`config.mk`:
```
export PLATFORM = sky130hd
export DESIGN_NAME = safety_output_ctl
export DESIGN_NICKNAME = d
export VERILOG_FILES = /design/src/safety_ctl_pkg.sv /design/src/safety_output_ctl.sv
export SDC_FILE = /design/constraint.sdc
export NUM_CORES = 1
export LEC_CHECK = 0
export BUFFER_PORTS_ARGS = -buffer_cell sky130_fd_sc_hd__buf_2
export CAP_MARGIN = 25
export CORE_MARGIN = 2
export CORE_UTILIZATION = 34
export CTS_BUF_LIST = sky130_fd_sc_hd__clkbuf_4
export DETAILED_ROUTE_END_ITERATION = 7
export PLACE_DENSITY = 0.48
export RECOVER_POWER = 100
export SYNTH_ARGS = -nofsm -noshare
export SYNTH_HDL_FRONTEND = slang
export SYNTH_SLANG_ARGS = --single-unit
```
`constraint.sdc`:
```
create_clock -name aclk -period 11.4 [get_ports aclk]
set_clock_uncertainty 0.2 [all_clocks]
set_input_delay 0.57 -clock aclk [delete_from_list [all_inputs] [get_ports aclk]]
set_output_delay 0.57 -clock aclk [all_outputs]
set_load 0.005 [all_outputs]
```
`src/safety_ctl_pkg.sv`:
```
// Purpose: Shared constants and types for the safety output controller.
// Assumes: 200 MHz system clock, AXI4-Lite register access.
// Notes:   Register offsets are byte addresses of 32-bit words.
`default_nettype none
package safety_ctl_pkg;
   // Clock and time base.
   localparam int CLK_KHZ        = 200000;
   localparam int ROT_MS         = 30;
   localparam int ROT_CYCLES_DEF = ROT_MS * CLK_KHZ;
   localparam int MS_CYCLES_DEF  = CLK_KHZ;
   localparam int MS_PER_S       = 1000;
   localparam logic [9:0] RESTART_MS = 10'h1F4;
   // Scan count limits and default.
   localparam logic [4:0] SCAN_MIN = 5'h02;
   localparam logic [4:0] SCAN_MAX = 5'h10;
   // Mute window in seconds, and recovery delay default in ms.
   localparam logic [4:0] WIN_MIN = 5'h01;
   localparam logic [4:0] WIN_MAX = 5'h10;
   localparam logic [4:0] WIN_DEF = 5'h04;
   localparam logic [15:0] RECOVERY_DEF = 16'h0000;
   // Register map.
   localparam logic [3:0] REG_CONFIG   = 4'h0;
   localparam logic [3:0] REG_RECOVERY = 4'h4;
   localparam logic [3:0] REG_STATUS   = 4'h8;
   // CONFIG fields.
   localparam int CFG_SCAN_LSB = 0;
   localparam int CFG_MANUAL   = 8;
   localparam int CFG_WIN_LSB  = 16;
   // STATUS fields and AXI response codes.
   localparam int ST_ON     = 0;
   localparam int ST_MUTED  = 1;
   localparam int ST_WAIT   = 2;
   localparam int ST_RECOV  = 3;
   localparam int ST_HITS   = 8;
   localparam logic [1:0] RESP_OKAY   = 2'h0;
   localparam logic [1:0] RESP_SLVERR = 2'h2;

   typedef struct packed {
      logic [4:0]  scan_count;
      logic        manual;
      logic [4:0]  win_s;
      logic [15:0] recovery_ms;
   } cfg_t;

   typedef enum logic [2:0] {
      S_START, S_ON, S_OFF, S_RECOVER, S_WAIT_RESET
   } safe_state_t;

   typedef enum logic [1:0] {
      M_WAIT_CLR, M_IDLE, M_FIRST, M_MUTED
   } mute_state_t;
endpackage
`default_nettype wire

```
`src/safety_output_ctl.sv`:
```
// Purpose: Safety switching output, start/restart and mute control.
// Assumes: Detector logic shares aclk; button and mute pins are async.
// Notes:   Both output bits switch together from one state register.
// Function
// - One rotation lasts 30 ms; rotations are the response time unit.
// - Outputs switch off within configured response time after intrusion.
// - Shortest response is two rotations, 60 ms.
// - Scan count setting 2 to 16 rotations, default two.
// - Automatic mode: outputs on after self-test passes and zone clear.
// - Automatic mode: outputs return on unaided once zone clears.
// - Outputs held off for configurable recovery delay after zone clears.
// - Manual mode: outputs stay off after power-up until valid reset.
// - Restart accepted only after button held at least 500 ms.
// - Active mute suspends safeguarding; intrusion does not switch off.
// - Mute starts only if both inputs activate within 1-16 s window.
// - Both mute inputs activating together is refused as common fault.
// - Second input late beyond window: no mute.
// - Mute inputs active at power-up never produce a mute; a single one held here still opens the window.
// - Mute start and end follow only the mute input states.
// - Configuration selects automatic or manual restart.
//
// Chosen here: the register offsets and register access over AXI4-Lite.
`timescale 1ns/1ps
`default_nettype none
module safety_output_ctl
   import safety_ctl_pkg::*;
#(
   parameter int ROT_CYCLES = ROT_CYCLES_DEF,
   parameter int MS_CYCLES  = MS_CYCLES_DEF
)(
   // Clock and reset.
   input  wire logic        aclk,
   input  wire logic        aresetn,
   // AXI4-Lite write channels.
   input  wire logic [3:0]  s_axi_awaddr,
   input  wire logic        s_axi_awvalid,
   output logic             s_axi_awready,
   input  wire logic [31:0] s_axi_wdata,
   input  wire logic [3:0]  s_axi_wstrb,
   input  wire logic        s_axi_wvalid,
   output logic             s_axi_wready,
   output logic [1:0]       s_axi_bresp,
   output logic             s_axi_bvalid,
   input  wire logic        s_axi_bready,
   // AXI4-Lite read channels.
   input  wire logic [3:0]  s_axi_araddr,
   input  wire logic        s_axi_arvalid,
   output logic             s_axi_arready,
   output logic [31:0]      s_axi_rdata,
   output logic [1:0]       s_axi_rresp,
   output logic             s_axi_rvalid,
   input  wire logic        s_axi_rready,
   // Detector side.
   input  wire logic        zone_intrusion,
   input  wire logic        self_test_ok,
   // Pins.
   input  wire logic        restart_button,
   input  wire logic        mute_in1,
   input  wire logic        mute_in2,
   output logic [1:0]       safety_switch_output
);
   cfg_t        cfg;
   safe_state_t state;
   mute_state_t mstate;
   logic [2:0]  sy_btn, sy_m1, sy_m2;
   logic [22:0] rot_cnt;
   logic [17:0] ms_cnt;
   logic        seen_intr, zone_clear;
   logic [4:0]  hits;
   logic [15:0] rec_cnt;
   logic [9:0]  btn_ms;
   logic [13:0] win_ms;

   // Two-flop synchronisers; stage 0 feeds only stage 1.
   always_ff @(posedge aclk) begin
      if (!aresetn) begin
         sy_btn <= 3'h0;
         sy_m1  <= 3'h0;
         sy_m2  <= 3'h0;
      end else begin
         sy_btn <= {sy_btn[1:0], restart_button};
         sy_m1  <= {sy_m1[1:0], mute_in1};
         sy_m2  <= {sy_m2[1:0], mute_in2};
      end
   end
   wire btn    = sy_btn[1];
   wire m1     = sy_m1[1];
   wire m2     = sy_m2[1];
   wire m1_old = sy_m1[2];
   wire m2_old = sy_m2[2];

   // Time base: millisecond tick and rotation end tick.
   wire ms_tick = (ms_cnt == 18'(MS_CYCLES - 1));
   wire rot_end = (rot_cnt == 23'(ROT_CYCLES - 1));
   always_ff @(posedge aclk) begin
      if (!aresetn) begin
         ms_cnt  <= 18'h0;
         rot_cnt <= 23'h0;
      end else begin
         ms_cnt  <= ms_tick ? 18'h0 : ms_cnt + 18'h1;
         rot_cnt <= rot_end ? 23'h0 : rot_cnt + 23'h1;
      end
   end

   // Per-rotation intrusion capture. A short intrusion inside a rotation
   // still counts, so a passing object cannot slip between samples.
   wire rot_hit  = seen_intr | zone_intrusion;
   wire [4:0] next_hits = (hits == SCAN_MAX) ? hits : hits + 5'h1;
   always_ff @(posedge aclk) begin
      if (!aresetn) begin
         seen_intr  <= 1'b0;
         hits       <= 5'h0;
         zone_clear <= 1'b0;
      end else if (rot_end) begin
         seen_intr  <= 1'b0;
         hits       <= rot_hit ? next_hits : 5'h0;
         zone_clear <= !rot_hit;
      end else if (zone_intrusion) begin
         seen_intr  <= 1'b1;
      end
   end
   // Trip once the configured number of consecutive rotations saw intrusion.
   wire trip = (hits >= cfg.scan_count);

   // Restart button hold timer; a press only counts once 500 ms are reached.
   wire restart_ok = btn && (btn_ms == RESTART_MS);
   always_ff @(posedge aclk) begin
      if (!aresetn || !btn)
         btn_ms <= 10'h0;
      else if (ms_tick && btn_ms != RESTART_MS)
         btn_ms <= btn_ms + 10'h1;
   end

   // Mute sequencer. It powers up in M_WAIT_CLR, which the reset synchronisers satisfy at once, so
   // inputs held active through power-up are seen rising: both are refused, a single one starts M_FIRST.
   wire both_rise = m1 && m2 && !m1_old && !m2_old;
   wire win_over  = (win_ms >= 14'(cfg.win_s) * 14'(MS_PER_S));
   wire muted     = (mstate == M_MUTED);
   always_ff @(posedge aclk) begin
      if (!aresetn) begin
         mstate <= M_WAIT_CLR;
         win_ms <= 14'h0;
      end else begin
         win_ms <= 14'h0;
         case (mstate)
            M_WAIT_CLR: begin
               if (!m1 && !m2)
                  mstate <= M_IDLE;
            end
            M_IDLE: begin
               if (both_rise)
                  mstate <= M_WAIT_CLR;
               else if (m1 != m2)
                  mstate <= M_FIRST;
               else if (m1 && m2)
                  mstate <= M_WAIT_CLR;
            end
            M_FIRST: begin
               if (!m1 && !m2)
                  mstate <= M_IDLE;
               else if (win_over)
                  mstate <= M_WAIT_CLR;
               else if (m1 && m2)
                  mstate <= M_MUTED;
               else if (ms_tick)
                  win_ms <= win_ms + 14'h1;
               else
                  win_ms <= win_ms;
            end
            M_MUTED: begin
               if (!m1 || !m2)
                  mstate <= M_WAIT_CLR;
            end
            default: mstate <= M_WAIT_CLR;
         endcase
      end
   end

   // Output state machine.
   wire rec_done = (rec_cnt >= cfg.recovery_ms);
   wire [15:0] next_rec = ms_tick ? rec_cnt + 16'h1 : rec_cnt;
   always_ff @(posedge aclk) begin
      if (!aresetn) begin
         state   <= S_START;
         rec_cnt <= 16'h0;
      end else begin
         rec_cnt <= 16'h0;
         case (state)
            S_START: begin
               if (self_test_ok && zone_clear)
                  state <= cfg.manual ? S_WAIT_RESET : S_ON;
            end
            S_ON: begin
               if (trip && !muted)
                  state <= S_OFF;
            end
            S_OFF: begin
               if (zone_clear)
                  state <= S_RECOVER;
            end
            S_RECOVER: begin
               if (!zone_clear)
                  state <= S_OFF;
               else if (rec_done)
                  state <= cfg.manual ? S_WAIT_RESET : S_ON;
               else
                  rec_cnt <= next_rec;
            end
            S_WAIT_RESET: begin
               if (!zone_clear)
                  state <= S_OFF;
               else if (restart_ok)
                  state <= S_ON;
            end
            default: state <= S_START;
         endcase
      end
   end

   // Both channels are driven from one registered decision.
   always_ff @(posedge aclk) begin
      if (!aresetn)
         safety_switch_output <= 2'h0;
      else if (state == S_ON && !(trip && !muted))
         safety_switch_output <= 2'h3;
      else
         safety_switch_output <= 2'h0;
   end

   // AXI4-Lite write path: address and data are taken together once both
   // are offered, and nothing new is taken while a response is pending.
   wire wr_go   = s_axi_awvalid && s_axi_wvalid && !s_axi_bvalid &&
                  !s_axi_awready;
   wire wr_cfg  = wr_go && (s_axi_awaddr == REG_CONFIG);
   wire wr_rec  = wr_go && (s_axi_awaddr == REG_RECOVERY);
   wire wr_ok   = wr_go && (s_axi_awaddr == REG_CONFIG ||
                  s_axi_awaddr == REG_RECOVERY || s_axi_awaddr == REG_STATUS);
   wire [4:0] wd_scan = s_axi_wdata[CFG_SCAN_LSB +: 5];
   wire [4:0] wd_win  = s_axi_wdata[CFG_WIN_LSB +: 5];
   // Out-of-range settings are clamped so the safety timing stays legal.
   wire [4:0] clamp_scan = (wd_scan < SCAN_MIN) ? SCAN_MIN :
                           (wd_scan > SCAN_MAX) ? SCAN_MAX : wd_scan;
   wire [4:0] clamp_win  = (wd_win < WIN_MIN) ? WIN_MIN :
                           (wd_win > WIN_MAX) ? WIN_MAX : wd_win;
   always_ff @(posedge aclk) begin
      if (!aresetn) begin
         cfg           <= '{SCAN_MIN, 1'b0, WIN_DEF, RECOVERY_DEF};
         s_axi_awready <= 1'b0;
         s_axi_wready  <= 1'b0;
         s_axi_bvalid  <= 1'b0;
         s_axi_bresp   <= RESP_OKAY;
      end else begin
         s_axi_awready <= wr_go;
         s_axi_wready  <= wr_go;
         if (wr_go) begin
            s_axi_bvalid <= 1'b1;
            s_axi_bresp  <= wr_ok ? RESP_OKAY : RESP_SLVERR;
         end else if (s_axi_bready) begin
            s_axi_bvalid <= 1'b0;
         end
         if (wr_cfg && s_axi_wstrb[0])
            cfg.scan_count <= clamp_scan;
         if (wr_cfg && s_axi_wstrb[1])
            cfg.manual <= s_axi_wdata[CFG_MANUAL];
         if (wr_cfg && s_axi_wstrb[2])
            cfg.win_s <= clamp_win;
         if (wr_rec && s_axi_wstrb[0])
            cfg.recovery_ms[7:0] <= s_axi_wdata[7:0];
         if (wr_rec && s_axi_wstrb[1])
            cfg.recovery_ms[15:8] <= s_axi_wdata[15:8];
      end
   end

   // AXI4-Lite read path with address decode.
   wire rd_go = s_axi_arvalid && !s_axi_rvalid && !s_axi_arready;
   wire [31:0] cfg_word = {11'h0, cfg.win_s, 7'h0, cfg.manual,
                           3'h0, cfg.scan_count};
   wire [31:0] stat_word = {19'h0, hits, 4'h0, state == S_RECOVER,
                           state == S_WAIT_RESET, muted,
                           safety_switch_output[0]};
   wire rd_hit = (s_axi_araddr == REG_CONFIG) ||
                 (s_axi_araddr == REG_RECOVERY) ||
                 (s_axi_araddr == REG_STATUS);
   wire [31:0] rd_word = (s_axi_araddr == REG_CONFIG)   ? cfg_word :
                         (s_axi_araddr == REG_RECOVERY) ?
                            {16'h0, cfg.recovery_ms} :
                         (s_axi_araddr == REG_STATUS)   ? stat_word : 32'h0;
   always_ff @(posedge aclk) begin
      if (!aresetn) begin
         s_axi_arready <= 1'b0;
         s_axi_rvalid  <= 1'b0;
         s_axi_rdata   <= 32'h0;
         s_axi_rresp   <= RESP_OKAY;
      end else begin
         s_axi_arready <= rd_go;
         if (rd_go) begin
            s_axi_rvalid <= 1'b1;
            s_axi_rdata  <= rd_word;
            s_axi_rresp  <= rd_hit ? RESP_OKAY : RESP_SLVERR;
         end else if (s_axi_rready) begin
            s_axi_rvalid <= 1'b0;
         end
      end
   end

   // Checks on the safety behaviour.
   a_outputs_paired: assert property (
      @(posedge aclk) disable iff (!aresetn)
      safety_switch_output[0] == safety_switch_output[1])
      else $error("safety output channels disagree");
   a_trip_switches_off: assert property (
      @(posedge aclk) disable iff (!aresetn)
      state == S_ON && trip && !muted |=> safety_switch_output == 2'h0
      ##1 state == S_OFF)
      else $error("trip did not switch outputs off");
   a_mute_keeps_on: assert property (
      @(posedge aclk) disable iff (!aresetn)
      state == S_ON && muted && $past(muted) |=> state == S_ON)
      else $error("outputs left run state while muted");
   a_no_simul_mute: assert property (
      @(posedge aclk) disable iff (!aresetn)
      mstate == M_IDLE && both_rise |=> !muted [*3])
      else $error("simultaneous mute inputs were accepted");
   // Both inputs dropping in the overrun cycle legally returns to idle.
   a_late_no_mute: assert property (
      @(posedge aclk) disable iff (!aresetn)
      mstate == M_FIRST && win_over && (m1 || m2)
      |=> mstate == M_WAIT_CLR)
      else $error("mute window overrun not refused");
   a_mute_follows: assert property (
      @(posedge aclk) disable iff (!aresetn)
      muted && (!m1 || !m2) |=> !muted)
      else $error("mute outlived its inputs");
   a_recovery_off: assert property (
      @(posedge aclk) disable iff (!aresetn)
      state == S_RECOVER |=> safety_switch_output == 2'h0)
      else $error("outputs on during recovery");
   a_manual_needs: assert property (
      @(posedge aclk) disable iff (!aresetn)
      state == S_WAIT_RESET && !restart_ok |=> state != S_ON)
      else $error("manual restart without valid reset");
   a_restart_held: assert property (
      @(posedge aclk) disable iff (!aresetn)
      restart_ok |-> $past(btn, 2) && btn_ms == RESTART_MS)
      else $error("restart accepted too early");
   a_scan_range: assert property (
      @(posedge aclk) disable iff (!aresetn)
      cfg.scan_count >= SCAN_MIN && cfg.scan_count <= SCAN_MAX)
      else $error("scan count out of range");
   a_start_gated: assert property (
      @(posedge aclk) disable iff (!aresetn)
      state == S_START && !(self_test_ok && zone_clear)
      |=> state == S_START)
      else $error("started without self-test and clear zone");
   c_trip: cover property (@(posedge aclk) disable iff (!aresetn)
      state == S_ON ##1 state == S_OFF);
   c_mute: cover property (@(posedge aclk) disable iff (!aresetn)
      mstate == M_FIRST ##1 muted);
   c_manual: cover property (@(posedge aclk) disable iff (!aresetn)
      state == S_WAIT_RESET ##1 state == S_ON);
   c_auto_recover: cover property (@(posedge aclk) disable iff (!aresetn)
      state == S_RECOVER ##1 state == S_ON);
endmodule
`default_nettype wire

```
==> results.py <==
metrics = {
    "critical_path": {
        "ff2ff_setup_slack_ns": 5.79,
        "r2r_end": "win_ms[3]",
        "r2r_cells": 17,
        "endpoint_kind": "flop",
        "crit_fanout": 14,
        "crit_type": "flop to flop",
        "crit_required_ns": 11.69,
        "cp.arrival_ns": 5.90,
        "reg2reg_from": "cfg[19]",
        "startpoint_type": "flop",
    },
    "cts": {
        "clkTransAtPathRegs_ns": 0.14,
        "clock_latency_ns": 0.56,
        "cts-buffers-inserted": 17,
        "clock-root-buffer": "clkbuf_4",
        "cts_tree": "done",
        "cts_sinks": 156,
        "clockBufferDepth": 2,
        "htreeDepth": 4,
        "post-cts-setup-buffers": 0,
    },
    "power_and_ir_drop": {
        "pwr-share-clk": 0.384,
        "p_seq_frac": 0.561,
        "p_comb_frac": 0.055,
        "intPower_uw": 747,
        "switching_share": 0.252,
        "powerDensity_nw_per_um2": 111,
        "ir_worst_vdd_mv": 0.0652,
        "p_sw_uw": 252,
        "p_leak_nw": 3.57,
        "p_total_uw": 999,
    },
    "synthesis": {
        "syn-instance-count": 935,
        "synth_ff_type": "dfxtp_1",
        "ys_types": 65,
        "postSynth.asyncResetShare": 0,
        "yosysSeqAreaShare": 0.385,
        "yosysWarnings": 0,
        "avgSynthCellArea_um2": 8.67,
        "synth_edf_count": 0,
        "netlist_area_um2": 8110,
        "synth-seq-cells": 156,
    },
    "routing": {
        "drtPass1Iterations": 5,
        "ant_nets": 0,
        "vias_per_cell": 4.73,
        "wl_per_cell_um": 13.7,
        "num_vias": 6328,
        "wirelength_um": 18300,
        "first_iter_violations": 285,
        "drc": 0,
    },
    "layout": {
        "fillers": 2477,
        "multi_input_area_um2": 4560,
        "final_layout_size_suffix_gt1_frac": 0.0875,
        "syn_to_final_growth_pct": 11.3,
        "seqCellArea_um2": 3120,
        "finalNetCount": 1133,
    },
    "die": {
        "die-area_um2": 25100,
        "num_rows": 56,
        "initial_core_util": 0.346,
        "fp.coreArea_um2": 23500,
        "ioPinCount": 99,
        "fp.dieW_um": 158,
        "fp.dieH_um": 158,
    },
    "sta": {
        "setup_tns_ns": 0,
        "hold_violations": 0,
        "fmax_mhz": 178,
        "finalSetupViolations": 0,
        "rsz0062_at_grt": "no",
        "fin_crit_sh": 0.492,
        "relSlewSlack": -0.970,
        "tightest_slew_ns": 2.95,
        "period_minus_slack_ns": 5.61,
        "finalMaxSlewViolations": 63,
    },
    "outcome": {
        "status": "complete, but fails checks",
        "violations": "capacitance limit, slew limit",
    },
    "place": {
        "dp_hpwl_um": 13500,
        "port_buffers": 73,
        "gp_congestion": 0.767,
    },
    "global_routing": {
        "grt_use_total": 0.152,
        "grt_pass1_vias": 5935,
        "grt_pass1_wl_um": 30200,
        "gr-total-overflow": 0,
        "grt_antenna_before_repair": 1,
        "grt_max_degree": 63,
    },
    "hold_path": {
        "worstHoldStart": "s_axi_wdata[0]",
        "hold_end": "cfg[0]",
        "worstHoldPathCells": 3,
        "hp-class": "input port to flop",
    },
    "run": {
        "maxCapViolCount": 1,
    },
}
layer usage:
metal	vias up	share of wire	wire length, µm	GRT usage
met5	-	0	0	0
met3	9	0.040	734	0.0351
li1	3305	-	-	-
met1	2901	0.52	9500	0.215
met2	113	0.43	7920	0.238
met4	0	0.0074	136	0.0296
cells in the mapped netlist, types with 7 or more instances:
| cell type | n | share of area |
|---|---|---|
| nor2_1 | 157 | 0.073 |
| dfxtp_1 | 156 | 0.39 |
| inv_1 | 65 | 0.030 |
| nand2_1 | 63 | 0.029 |
| ha_1 | 62 | 0.096 |
| xnor2_1 | 48 | 0.052 |
| nand3_1 | 41 | 0.025 |
| xor2_1 | 34 | 0.037 |
| a21oi_1 | 31 | 0.019 |
| nor3_1 | 23 | 0.014 |
| mux2i_1 | 22 | 0.027 |
| clkbuf_1 | 21 | 0.0097 |
| nand4_1 | 21 | 0.016 |
| a22oi_1 | 20 | 0.019 |
| buf_4 | 15 | 0.014 |
| o21ai_0 | 14 | 0.0086 |
| and2_1 | 11 | 0.0085 |
| and3_1 | 11 | 0.0085 |
| a21o_1 | 10 | 0.0093 |
| fa_1 | 10 | 0.025 |
| nor4_1 | 8 | 0.0062 |
| nand2b_1 | 7 | 0.0054 |
worst max-delay path by stage:
stage,from,to,depth (start not counted)
after floorplan,cfg[19],win_ms[10],18
after global placement,cfg[19],win_ms[1],17
after detailed placement,cfg[19],win_ms[3],17
after CTS,cfg[19],win_ms[3],17
after global routing,cfg[19],win_ms[12],17
final,cfg[19],win_ms[3],17
cells by family after synthesis:
logic type,after synthesis,synth area share
and+or+nand+nor,390,0.234
DFF,156,0.385
AOI/OAI and AO/OA,106,0.0869
buffers and inverters,105,0.0558
xor gates and xnor gates,82,0.0886
adders and majority gates,72,0.120
muxes,23,0.0285
other,1,0.000462
timing repair:
item / CTS / global route
gates resized for setup: 0 / 0
hold buffers: 2 / 1
hold endpoints to repair: 2 / 1
through the flow:
step	area (µm²)	setup slack, ns	util	cells	hold WS [ns]
2_1_floorplan	8160	6.50	-	947	0.212
3_3_place_gp	8730	5.74	0.372	1302	0.237
3_5_place_dp	8730	5.72	0.372	1302	0.226
4_1_cts	9070	5.67	0.386	1335	0.0000393
5_1_grt	9030	5.19	0.385	1337	0.00419
6_report	9030	5.79	0.385	1337	0.0494
power groups by stage:
stage / combinational (mW) / sequential, mW / clock, mW
final: 0.0552 / 0.561 / 0.383
after global routing: 0.0627 / 0.562 / 0.420
after CTS: 0.0567 / 0.560 / 0.396
after detailed placement: 0.0559 / 0.572 / 0
after global placement: 0.0561 / 0.573 / 0
after floorplan: 0.0385 / 0.569 / 0
state kept, by name, summed over array words and instances (netlist names), 2 cells and up:
register,count
rec_cnt,16
sy_m2,3
sy_btn,2
state,3
btn_ms,10
win_ms,14
sy_m1,3
mstate,2
hits,5
cfg,27
s_axi_rdata,21
rot_cnt,23
ms_cnt,18
cell usage in the layout (no fill, tap or decap), types with 31 or more instances in the layout:
cell / instances
dfxtp_1: 156
a21oi_1: 31
inv_1: 65
nor2_1: 157
nand3_1: 41
nand2_1: 64
buf_2: 52
xnor2_1: 48
xor2_1: 34
ha_1: 62
worst max-delay path: stages (launching register included):
cell	delay, ns
dfxtp_1	0.47
inv_1	0.14
fa_1	0.58
fa_1	0.54
inv_1	0.05
fa_1	0.50
inv_1	0.04
ha_1	0.31
nand2_1	0.05
o21ai_0	0.24
nor2_1	0.09
xor2_1	0.15
ha_1	0.28
a21o_1	0.18
a21o_1	0.16
a2111oi_0	0.64
nand4_1	0.64
nor2_1	0.26
layout make-up:
type	count	share of cell area
antenna	1	0.000277
clock inverter	14	0.0213
tap	319	0.0442
clock buffer	17	0.0141
sequential	156	0.346
timing repair buffer	78	0.0417
inverter	66	0.0274
multi-input combinational	686	0.505
Note: power is estimated with default switching activity, not from simulation.
